--- config.mk ---
export PLATFORM = sky130hd
export DESIGN_NAME = afe_sample_format
export DESIGN_NICKNAME = d
export VERILOG_FILES = /design/src/afe_pkg.sv /design/src/afe_sample_format.sv
export VERILOG_INCLUDE_DIRS = /design/src
export SDC_FILE = /design/constraint.sdc
export NUM_CORES = 1
export LEC_CHECK = 0
export ABC_AREA = 1
export BUFFER_PORTS_ARGS = -buffer_cell sky130_fd_sc_hd__buf_4
export CAP_MARGIN = 40
export CORE_MARGIN = 2
export CORE_UTILIZATION = 45
export DETAILED_ROUTE_END_ITERATION = 8
export GPL_TIMING_DRIVEN = 0
export MAX_ROUTING_LAYER = met4
export PLACE_DENSITY = 0.64
export SYNTH_ARGS = -nofsm -noshare
export SYNTH_HDL_FRONTEND = slang
export SYNTH_SLANG_ARGS = --single-unit
--- constraint.sdc ---
create_clock -name clock_i -period 12.65 [get_ports clock_i]
set_input_delay 1.265 -clock clock_i [delete_from_list [all_inputs] [get_ports clock_i]]
set_output_delay 1.265 -clock clock_i [all_outputs]
set_load 0.03 [all_outputs]
--- src/afe_defines.svh ---
// constants for the sample-and-format block
// Behaviour
// double_sample_en high (reset value): take reference and video samples, use difference
// video level always captured on falling edge of video_sample_strobe
// in double-sample mode reference captured on falling reference_sample_strobe edge
// single-sample mode: bias reference sampled together with video level
// ext_ref_select picks bias_ref_pin, else internal 4-bit DAC code
// each channel holds own writable 8-bit offset and 9-bit gain
// range 10: zero input gives code ffff
// range 11: zero input gives code 0000
// range 00 or 01: zero input gives mid code 7fff
// converter yields 16-bit unsigned code feeding all formatting
// output_invert high gives 65535 minus code
// multiplexed 16-bit: upper byte first, then lower byte on pins 11..4
// multiplexed 12/10-bit: second byte keeps bits 7..4 or 7..6, zeros below
// parallel: 12, 10 or 8 top bits on upper pins
// controller should line-clamp and enable input buffer for AC-coupled single-sample
// output pins released when output_hiz_n low or output_disable_bit set
// words leave in conversion order, synchronous to the clock
`ifndef AFE_DEFINES_SVH
`define AFE_DEFINES_SVH
`define AFE_CODE_TOP      16'hffff
`define AFE_CODE_MID      16'h7fff
`define AFE_CODE_BOT      16'h0000
`define AFE_RANGE_NEG     2'h2
`define AFE_RANGE_POS     2'h3
`define AFE_RES_16        2'h3
`define AFE_RES_12        2'h2
`define AFE_RES_10        2'h1
`define AFE_RES_8         2'h0
`define AFE_NUM_CH        3
`define AFE_OFFSET_RESET  8'h80
`define AFE_GAIN_RESET    9'h000
`define AFE_OFFSET_MID    16'h0080
`endif

--- src/afe_pkg.sv ---
// types for the sample-and-format block
`default_nettype none
package afe_pkg;
    typedef struct packed {
        logic [15:0] code;
        logic [1:0]  chan;
    } afe_word_t;

    typedef struct packed {
        logic [11:0] data;
        logic [11:0] oe;
    } afe_pins_t;

    typedef enum logic [1:0] {
        AFE_ST_IDLE,
        AFE_ST_FIRST,
        AFE_ST_SECOND
    } afe_fmt_state_t;
endpackage
`default_nettype wire

--- src/afe_sample_format.sv ---
// sampling, digital code path and output packing of the front end
`timescale 1ns/1ps
`default_nettype none
`include "afe_defines.svh"
module afe_sample_format
    import afe_pkg::*;
#(
    parameter int NUM_CH = `AFE_NUM_CH
)
(
    // clock and reset
    input  wire logic        clock_i,
    input  wire logic        rst_n_i,
    input  wire logic        clk_en_i,
    // strobes and analogue levels as digitised samples
    input  wire logic        video_sample_strobe_i,
    input  wire logic        reference_sample_strobe_i,
    input  wire logic [15:0] video_level_i,
    input  wire logic [15:0] bias_ref_pin_i,
    // configuration
    input  wire logic        double_sample_en_i,
    input  wire logic        ext_ref_select_i,
    input  wire logic [3:0]  ref_dac_code_i,
    input  wire logic [1:0]  black_level_range_sel_i,
    input  wire logic        output_invert_i,
    input  wire logic        output_pack_sel_i,
    input  wire logic [1:0]  adc_bit_width_sel_i,
    input  wire logic        input_buffer_en_i,
    input  wire logic        output_hiz_n_i,
    input  wire logic        output_disable_bit_i,
    // per-channel code writes
    input  wire logic        cal_wr_i,
    input  wire logic [1:0]  cal_chan_i,
    input  wire logic        cal_sel_gain_i,
    input  wire logic [8:0]  cal_data_i,
    // receiver handshake
    input  wire logic        out_ready_i,
    output logic             out_valid_o,
    output logic [1:0]       out_chan_o,
    output logic [11:0]      pixel_data_bus_o,
    output logic [11:0]      pixel_data_bus_oe_o,
    output logic             buffer_enabled_o
);

    // per-channel codes
    logic [7:0]  offset_reg [NUM_CH];
    logic [7:0]  offset_next [NUM_CH];
    logic [8:0]  gain_reg [NUM_CH];
    logic [8:0]  gain_next [NUM_CH];

    always_comb
    begin
        for (int i = 0; i < NUM_CH; i++)
        begin
            offset_next[i] = offset_reg[i];
            gain_next[i]   = gain_reg[i];
            if (cal_wr_i && cal_chan_i == 2'(i))
            begin
                if (cal_sel_gain_i)
                    gain_next[i] = cal_data_i;
                else
                    offset_next[i] = cal_data_i[7:0];
            end
        end
    end

    always_ff @(posedge clock_i)
    begin
        for (int i = 0; i < NUM_CH; i++)
        begin
            if (!rst_n_i)
            begin
                offset_reg[i] <= `AFE_OFFSET_RESET;
                gain_reg[i]   <= `AFE_GAIN_RESET;
            end
            else if (clk_en_i)
            begin
                offset_reg[i] <= offset_next[i];
                gain_reg[i]   <= gain_next[i];
            end
        end
    end

    // strobe edge detection and sampling
    logic        vs_d_reg, vs_d_next;
    logic        rs_d_reg, rs_d_next;
    logic [15:0] reset_lvl_reg, reset_lvl_next;
    logic        conv_reg, conv_next;
    logic [15:0] diff_reg, diff_next;
    logic [1:0]  chan_reg, chan_next;
    logic [15:0] ref_now;
    logic        vs_fall;
    logic        rs_fall;

    assign vs_fall = vs_d_reg && !video_sample_strobe_i;
    assign rs_fall = rs_d_reg && !reference_sample_strobe_i;

    always_comb
    begin
        vs_d_next      = video_sample_strobe_i;
        rs_d_next      = reference_sample_strobe_i;
        reset_lvl_next = reset_lvl_reg;
        diff_next      = diff_reg;
        conv_next      = 1'b0;
        chan_next      = chan_reg;
        // internal dac steps scale across the upper nibble
        ref_now = ext_ref_select_i ? bias_ref_pin_i : {ref_dac_code_i, 12'h000};
        if (double_sample_en_i && rs_fall)
            reset_lvl_next = video_level_i;
        if (vs_fall)
        begin
            conv_next = 1'b1;
            if (double_sample_en_i)
                diff_next = video_level_i - reset_lvl_reg;
            else
                diff_next = video_level_i - ref_now;
        end
        if (conv_reg)
            chan_next = (chan_reg == 2'(NUM_CH - 1)) ? 2'h0 : chan_reg + 2'h1;
    end

    always_ff @(posedge clock_i)
    begin
        if (!rst_n_i)
        begin
            vs_d_reg      <= 1'b0;
            rs_d_reg      <= 1'b0;
            reset_lvl_reg <= 16'h0000;
            diff_reg      <= 16'h0000;
            conv_reg      <= 1'b0;
            chan_reg      <= 2'h0;
        end
        else if (clk_en_i)
        begin
            vs_d_reg      <= vs_d_next;
            rs_d_reg      <= rs_d_next;
            reset_lvl_reg <= reset_lvl_next;
            diff_reg      <= diff_next;
            conv_reg      <= conv_next;
            chan_reg      <= chan_next;
        end
    end

    // digital model of offset, gain and range placement
    function automatic logic [15:0] afe_convert(input logic [15:0] diff,
                                                input logic [7:0]  offs,
                                                input logic [8:0]  gain,
                                                input logic [1:0]  range);
        logic signed [17:0] v2;
        logic signed [28:0] v3;
        logic signed [19:0] base;
        logic signed [19:0] sum;
        v2   = 18'(signed'(diff)) + 18'(signed'({8'h00, offs})) - 18'(signed'(`AFE_OFFSET_MID));
        // unity at gain zero plus gain/64: cheap stand-in for the analogue curve
        v3   = 29'(v2) + ((29'(v2) * 29'(signed'({1'b0, gain}))) >>> 6);
        case (range)
            `AFE_RANGE_NEG: base = 20'(signed'({1'b0, `AFE_CODE_TOP}));
            `AFE_RANGE_POS: base = 20'(signed'({1'b0, `AFE_CODE_BOT}));
            default:        base = 20'(signed'({1'b0, `AFE_CODE_MID}));
        endcase
        sum = base + 20'(v3);
        if (sum < 0)
            afe_convert = 16'h0000;
        else if (sum > 20'sh0ffff)
            afe_convert = 16'hffff;
        else
            afe_convert = sum[15:0];
    endfunction

    // two-entry buffer between converter and pins
    afe_word_t   buf_mem [2];
    logic        wr_ptr_reg, wr_ptr_next;
    logic        rd_ptr_reg, rd_ptr_next;
    logic [1:0]  cnt_reg, cnt_next;
    afe_word_t   in_word;
    logic        buf_push;
    logic        buf_pop;
    logic        buf_in_ready;

    // a full buffer drops the conversion; the controller must keep pace
    assign buf_in_ready = (cnt_reg != 2'h2);
    assign buf_push     = conv_reg && buf_in_ready;

    always_comb
    begin
        logic [15:0] d1;
        d1 = afe_convert(diff_reg, offset_reg[chan_reg], gain_reg[chan_reg],
                         black_level_range_sel_i);
        in_word.code = output_invert_i ? (`AFE_CODE_TOP - d1) : d1;
        in_word.chan = chan_reg;
    end

    always_comb
    begin
        wr_ptr_next = wr_ptr_reg;
        rd_ptr_next = rd_ptr_reg;
        cnt_next    = cnt_reg;
        if (buf_push)
            wr_ptr_next = ~wr_ptr_reg;
        if (buf_pop)
            rd_ptr_next = ~rd_ptr_reg;
        if (buf_push && !buf_pop)
            cnt_next = cnt_reg + 2'h1;
        else if (!buf_push && buf_pop)
            cnt_next = cnt_reg - 2'h1;
    end

    always_ff @(posedge clock_i)
    begin
        if (!rst_n_i)
        begin
            wr_ptr_reg <= 1'b0;
            rd_ptr_reg <= 1'b0;
            cnt_reg    <= 2'h0;
        end
        else if (clk_en_i)
        begin
            wr_ptr_reg <= wr_ptr_next;
            rd_ptr_reg <= rd_ptr_next;
            cnt_reg    <= cnt_next;
            if (buf_push)
                buf_mem[wr_ptr_reg] <= in_word;
        end
    end

    // output packing
    afe_fmt_state_t st_reg, st_next;
    logic [11:0] data_reg, data_next;
    logic [11:0] oe_reg, oe_next;
    logic        valid_reg, valid_next;
    logic [1:0]  ochan_reg, ochan_next;
    logic        benable_reg;
    afe_word_t   head;
    logic [11:0] en_mask;

    assign head    = buf_mem[rd_ptr_reg];
    assign en_mask = (!output_hiz_n_i || output_disable_bit_i) ? 12'h000 : 12'hfff;

    always_comb
    begin
        st_next    = st_reg;
        data_next  = data_reg;
        valid_next = valid_reg;
        ochan_next = ochan_reg;
        buf_pop    = 1'b0;
        oe_next    = en_mask;
        case (st_reg)
            AFE_ST_IDLE:
            begin
                valid_next = 1'b0;
                if (cnt_reg != 2'h0)
                begin
                    valid_next = 1'b1;
                    ochan_next = head.chan;
                    if (!output_pack_sel_i)
                    begin
                        data_next = {head.code[15:8], 4'h0};
                        st_next   = AFE_ST_FIRST;
                    end
                    else
                    begin
                        case (adc_bit_width_sel_i)
                            `AFE_RES_12: data_next = head.code[15:4];
                            `AFE_RES_10: data_next = {head.code[15:6], 2'h0};
                            `AFE_RES_8:  data_next = {head.code[15:8], 4'h0};
                            default:     data_next = head.code[15:4];
                        endcase
                        st_next = AFE_ST_SECOND;
                        buf_pop = 1'b1;
                    end
                end
            end
            AFE_ST_FIRST:
            begin
                if (out_ready_i)
                begin
                    case (adc_bit_width_sel_i)
                        `AFE_RES_16: data_next = {head.code[7:0], 4'h0};
                        `AFE_RES_12: data_next = {head.code[7:4], 8'h00};
                        `AFE_RES_10: data_next = {head.code[7:6], 10'h000};
                        default:     data_next = 12'h000;
                    endcase
                    buf_pop = 1'b1;
                    st_next = AFE_ST_SECOND;
                end
            end
            AFE_ST_SECOND:
            begin
                if (out_ready_i)
                begin
                    valid_next = 1'b0;
                    st_next    = AFE_ST_IDLE;
                end
            end
            default:
                st_next = AFE_ST_IDLE;
        endcase
    end

    always_ff @(posedge clock_i)
    begin
        if (!rst_n_i)
        begin
            st_reg      <= AFE_ST_IDLE;
            data_reg    <= 12'h000;
            oe_reg      <= 12'h000;
            valid_reg   <= 1'b0;
            ochan_reg   <= 2'h0;
            benable_reg <= 1'b0;
        end
        else if (clk_en_i)
        begin
            st_reg      <= st_next;
            data_reg    <= data_next;
            oe_reg      <= oe_next;
            valid_reg   <= valid_next;
            ochan_reg   <= ochan_next;
            benable_reg <= input_buffer_en_i;
        end
    end

    assign out_valid_o         = valid_reg;
    assign out_chan_o          = ochan_reg;
    assign pixel_data_bus_o    = data_reg;
    assign pixel_data_bus_oe_o = oe_reg;
    assign buffer_enabled_o    = benable_reg;

endmodule
`default_nettype wire

# Word level (Yosys, flattened, before mapping)
# Memory sizes are Yosys's and may differ from the RTL's. A register that Yosys moved wholly into a read port is not among the register bits.
# Index checks and enable logic that the tools add are counted.
word_totals:
  regBits: 71
  ramBits: 87
  word_cells: 164
  n_memories: 3
memory_table:
  columns: ["name", "depth", "width", "read_ports", "rd_clocked_by_memory_dff", "wr", "line_no", "rtl"]
  rows:
  - ["buf_mem", 2, 18, 1, 1, 1, "afe_sample_format.sv:171", "afe_word_t buf_mem [2];"]
  - ["gain_reg", 3, 9, 1, 1, 3, "afe_sample_format.sv:48", "logic [8:0] gain_reg [NUM_CH];"]
  - ["offset_reg", 3, 8, 1, 1, 3, "afe_sample_format.sv:46", "logic [7:0] offset_reg [NUM_CH];"]
classes:
  n_addsub: 10
  multipliers: 1
  magnitude_cmp: 2
  n_eq_ne: 26
  n_mux: 61
  bitwise_logic: 8
  reduce_logical: 38
ops:
  columns: ["cell", "n"]
  rows:
  - ["2-to-1 mux 9 bit", 9]
  - ["2-to-1 mux 16 bit", 5]
  - ["2-to-1 mux 8 bit", 9]
  - ["2-to-1 mux 12 bit", 3]
  - ["case mux 12 bit (3 select lines)", 1]
  - ["case mux 16 bit (2 select lines)", 1]
  - ["subtractor 16 bit", 2]
  - ["multiplier 18 x 10 -> 26 bit", 1]
  - ["case mux 12 bit (2 select lines)", 1]
  - ["AND reduction 3 bit", 8]
  - ["2-to-1 mux 2 bit", 11]
  - ["adder 17 x 20 -> 20 bit", 1]
  - ["adder 18 x 20 -> 20 bit", 1]
  - ["greater-than comparator 20 x 17 -> 1 bit (second input constant)", 1]
  - ["< comparator 20 x 1 -> 1 bit (second input constant)", 1]
  - ["!= test 2 bit (second input constant)", 10]
  - ["subtractor 17 x 9 -> 18 bit (second input constant)", 1]
  - ["adder 16 x 9 -> 17 bit", 1]
  - ["2-to-1 mux 1 bit", 16]
  - ["subtractor 16 bit (first input constant)", 1]
  - ["equality test 2 bit (second input constant)", 7]
  - ["AND reduction 2 bit", 6]
  - ["logical AND 1 bit", 9]
  - ["case mux 4 bit (2 select lines)", 1]
  - ["other kinds (14)", 39]

# Depth between registers and ports, before layout
depth:
  word_depth: 10
  depth_mapped: 55

# Worst setup path after synthesis
# No wires, ideal clock.
synth_timing:
  path_kind: "flip-flop to flip-flop"
  startpoint: "reg (tool-made name)"
  endpoint: "mem buf_mem[0][5] (netlist name), data pin"
  arrival_ns: 8.965
  t_required_ns: 12.393
  path_slack_ns: 3.428
  stages_incl_launch_ff: 47
  path_buffers: 3
  period_less_slack_ns: 9.222
  path_cell_list: "dfxtp_1 -> inv_2 -> buf_6 -> clkbuf_1 -> nor2_1 -> a21oi_1 -> ha_1 -> ha_1 -> inv_1 -> fa_1 -> inv_1 -> nand3_1 -> nand2_1 -> nand2_1 -> nand2_1 -> a31oi_1 -> o21ai_1 -> xor2_1 -> (+11 left out) -> a21oi_1 -> a211oi_1 -> o21ai_0 -> a21oi_1 -> o21ai_0 -> xnor2_1 -> fa_1 -> inv_1 -> ha_1 -> nand2_1 -> nor3_2 -> nand4_1 -> nand3_1 -> xor2_2 -> buf_2 -> nand3_1 -> nand4_1 -> nand2_1"
synth_lines:
  columns: ["item", "line_no"]
  rows:
  - ["to (decl)", "afe_sample_format.sv:171"]

==> out/metrics.cfg <==
[detailed_routing]
dr.pass1.iters=6
ant_nets=0
viasPerCell=5.14
drc=0
num_vias=12700
wire_per_inst_um=15.5
drt_iter0_markers=885
wl_um=38400

[timing]
timing_hold_violations_final=0
fin_worst_skew_ps=17.4
fin_crit_sh=0.894
setup_violations=0
maxSlewViolCount=0
tns_ps=0
rsz0062_at_grt=false
timing.fmax_mhz=88.4
worst_slew_pin_slew_ps=847
period_minus_slack_ps=11310
max-slew-margin-rel=0.430

[critical_path]
worst_ep_arrival_time_ps=11480
path_max_fanout=10
cp_common_cell=nand2_1
r2r.worst_path.cells=48
crit_buf_inv=11
r2r-end=buf_mem[0][14]
start_kind=flip-flop
rrSetupSlack_ps=1340
critPathSlowestCell=xor2_2
cp-end-kind=flip-flop
cpPeakStageDelay_ps=580
path_class=flip-flop to flip-flop
critical-path-top-delay-family=adder cells
crit_required_ps=12820
worst-path-stages=48

[job]
drv_cap=0

[die]
start_util=0.459
dieHeight_um=187
dieArea_sq_um=34800
core_area_sq_um=32700
io_pins=94
dieWidth_um=187
fp-row-count=66

[layout]
largest_reg_flops=36
diodes=0
area_growth_pct=12.9
layout-drive-gt1-share=0.0928
num-nets-final=2339

[cts]
cts_tree=yes
cts_buffers=17
clk_pin_slew_ps=80
clk_latency_ps=440
clkSinkCount=150
hold_buffers=0
clockBufferDepth=2
post_cts_buffers=0
clock-root-buffer=clkbuf_16
cts-htree-levels=4
cts-resized-gates=0

[yosys]
synth-xor-area-share=0.0331
yosysTopAreaCellShare=0.196
yosysUniqueCellTypes=50
synthArstFlopShare=0
syn_area_per_cell_sq_um=7.93
synth_nets=2219
yosys.area.top_type=fa_1
synth_edf_count=87
synth_compound_area_frac=0.104
synth-simple-area-share=0.215
synth_flop_cell=edfxtp_1
synth_area_leaders=fa_1 (20%), edfxtp_1 (17%), ha_1 (9.5%), nand2_1 (9.0%), dfxtp_1 (8.4%)
synth_top_family_by_area=adder cells
synthAdderAreaFrac=0.291
ys_seq_elements=150
ys_warn_count=0
ys_seq_area_frac=0.258
netlist_area_sq_um=15000
yosysMostFrequentCell=nand2_1
synth.mux.area_fraction=0
ys_top_cells_by_count=nand2_1 (361), inv_1 (298), nor2_1 (257)
syn_inst=1892

[outcome]
status=complete, no violations

[global_routing]
antenna_found_initial=0
grt-ovfl-total=0
grt_usage=0.235
grt_pass1_wl_um=64000
grt_max_degree=19
grt_pass1_vias=12600

[worst_hold_path]
worstHoldStart=pixel_data_bus_o[3]
hold_depth=2
worstHoldPathType=flip-flop to flip-flop
hold_end=pixel_data_bus_o[3]

[placed_design]
io_buffer_count=92
dp_hpwl_um=30800
gp_congestion=0.924

==> area by class of cell <==
type	count	area [sq um]
clock inverter	15	175
buffer	59	303
sequential	150	3870
tap	442	553
fill	3199	15800
multi-input combinational	1372	9660
clock buffer	17	425
timing repair buffer	101	773
inverter	311	1170
==> worst reg2reg max path, delay by kind of cell (launching register included) <==
kind	cells	cell delay, ps
fa+ha+maj	11	4610
compound gates	4	1140
simple gates	19	2500
buf+inv	11	1370
flops	1	370
xor+xnor	3	1050
==> worst max path at each step <==
stage | startpoint | endpoint | slack [ps]
after CTS | flip-flop | buf_mem[0][14] | 1390
after detailed placement | flip-flop | buf_mem[0][14] | 1450
after global placement | flip-flop | buf_mem[0][14] | 1360
after global routing | flip-flop | buf_mem[1][7] | 480
final | flip-flop | buf_mem[0][14] | 1340
after floorplan | flip-flop | buf_mem[0][5] | 3430
==> metal layers <==
| layer | global-route usage | part of all wire | up-vias |
|---|---|---|---|
| met2 | 0.384 | 0.47 | 329 |
| met5 | - | 0 | - |
| met3 | 0.0290 | 0.049 | 44 |
| li1 | - | - | 6287 |
| met1 | 0.314 | 0.47 | 6010 |
| met4 | 0.0507 | 0.012 | 0 |
==> metrics by stage <==
step	hold slack (ps)	std cells	utilization	worst slack, ps	instance area [sq um]
final	467	2467	0.518	1340	16900
after global routing	486	2467	0.518	483	16900
after CTS	470	2467	0.518	1390	16900
after detailed placement	458	2435	0.499	1450	16300
after global placement	446	2426	0.497	1360	16200
after floorplan	435	1892	-	3430	15000
==> cells in the final DEF, fill, tap and decap left out, types with 4 or more instances in the layout <==
master,instances
clkbuf_1,37
o21bai_1,12
nand3_1,82
a21o_1,8
buf_4,110
buf_6,6
nand2_2,5
o21ai_0,77
a22oi_1,11
nor2_1,257
buf_2,5
nand4_1,22
clkbuf_16,17
inv_1,298
a211oi_1,8
a21oi_1,127
edfxtp_1,87
nand2_1,361
fa_1,147
xor2_1,31
xnor2_1,22
a31oi_1,7
nor3_1,23
dfxtp_1,63
nand3b_1,5
o211ai_1,6
o21ai_1,4
ha_1,114
clkinv_8,4
inv_6,6
inv_2,5
clkinv_1,7
or2_2,10
==> kinds of logic after synthesis <==
family          count (synthesis)
flops                         150
buf+inv                       370
simple gates                  780
compound gates                276
xor+xnor                       55
fa+ha+maj                     261
Power is not shown: default switching activity piles up to over one toggle a cycle in this logic, so the estimate is an artifact.
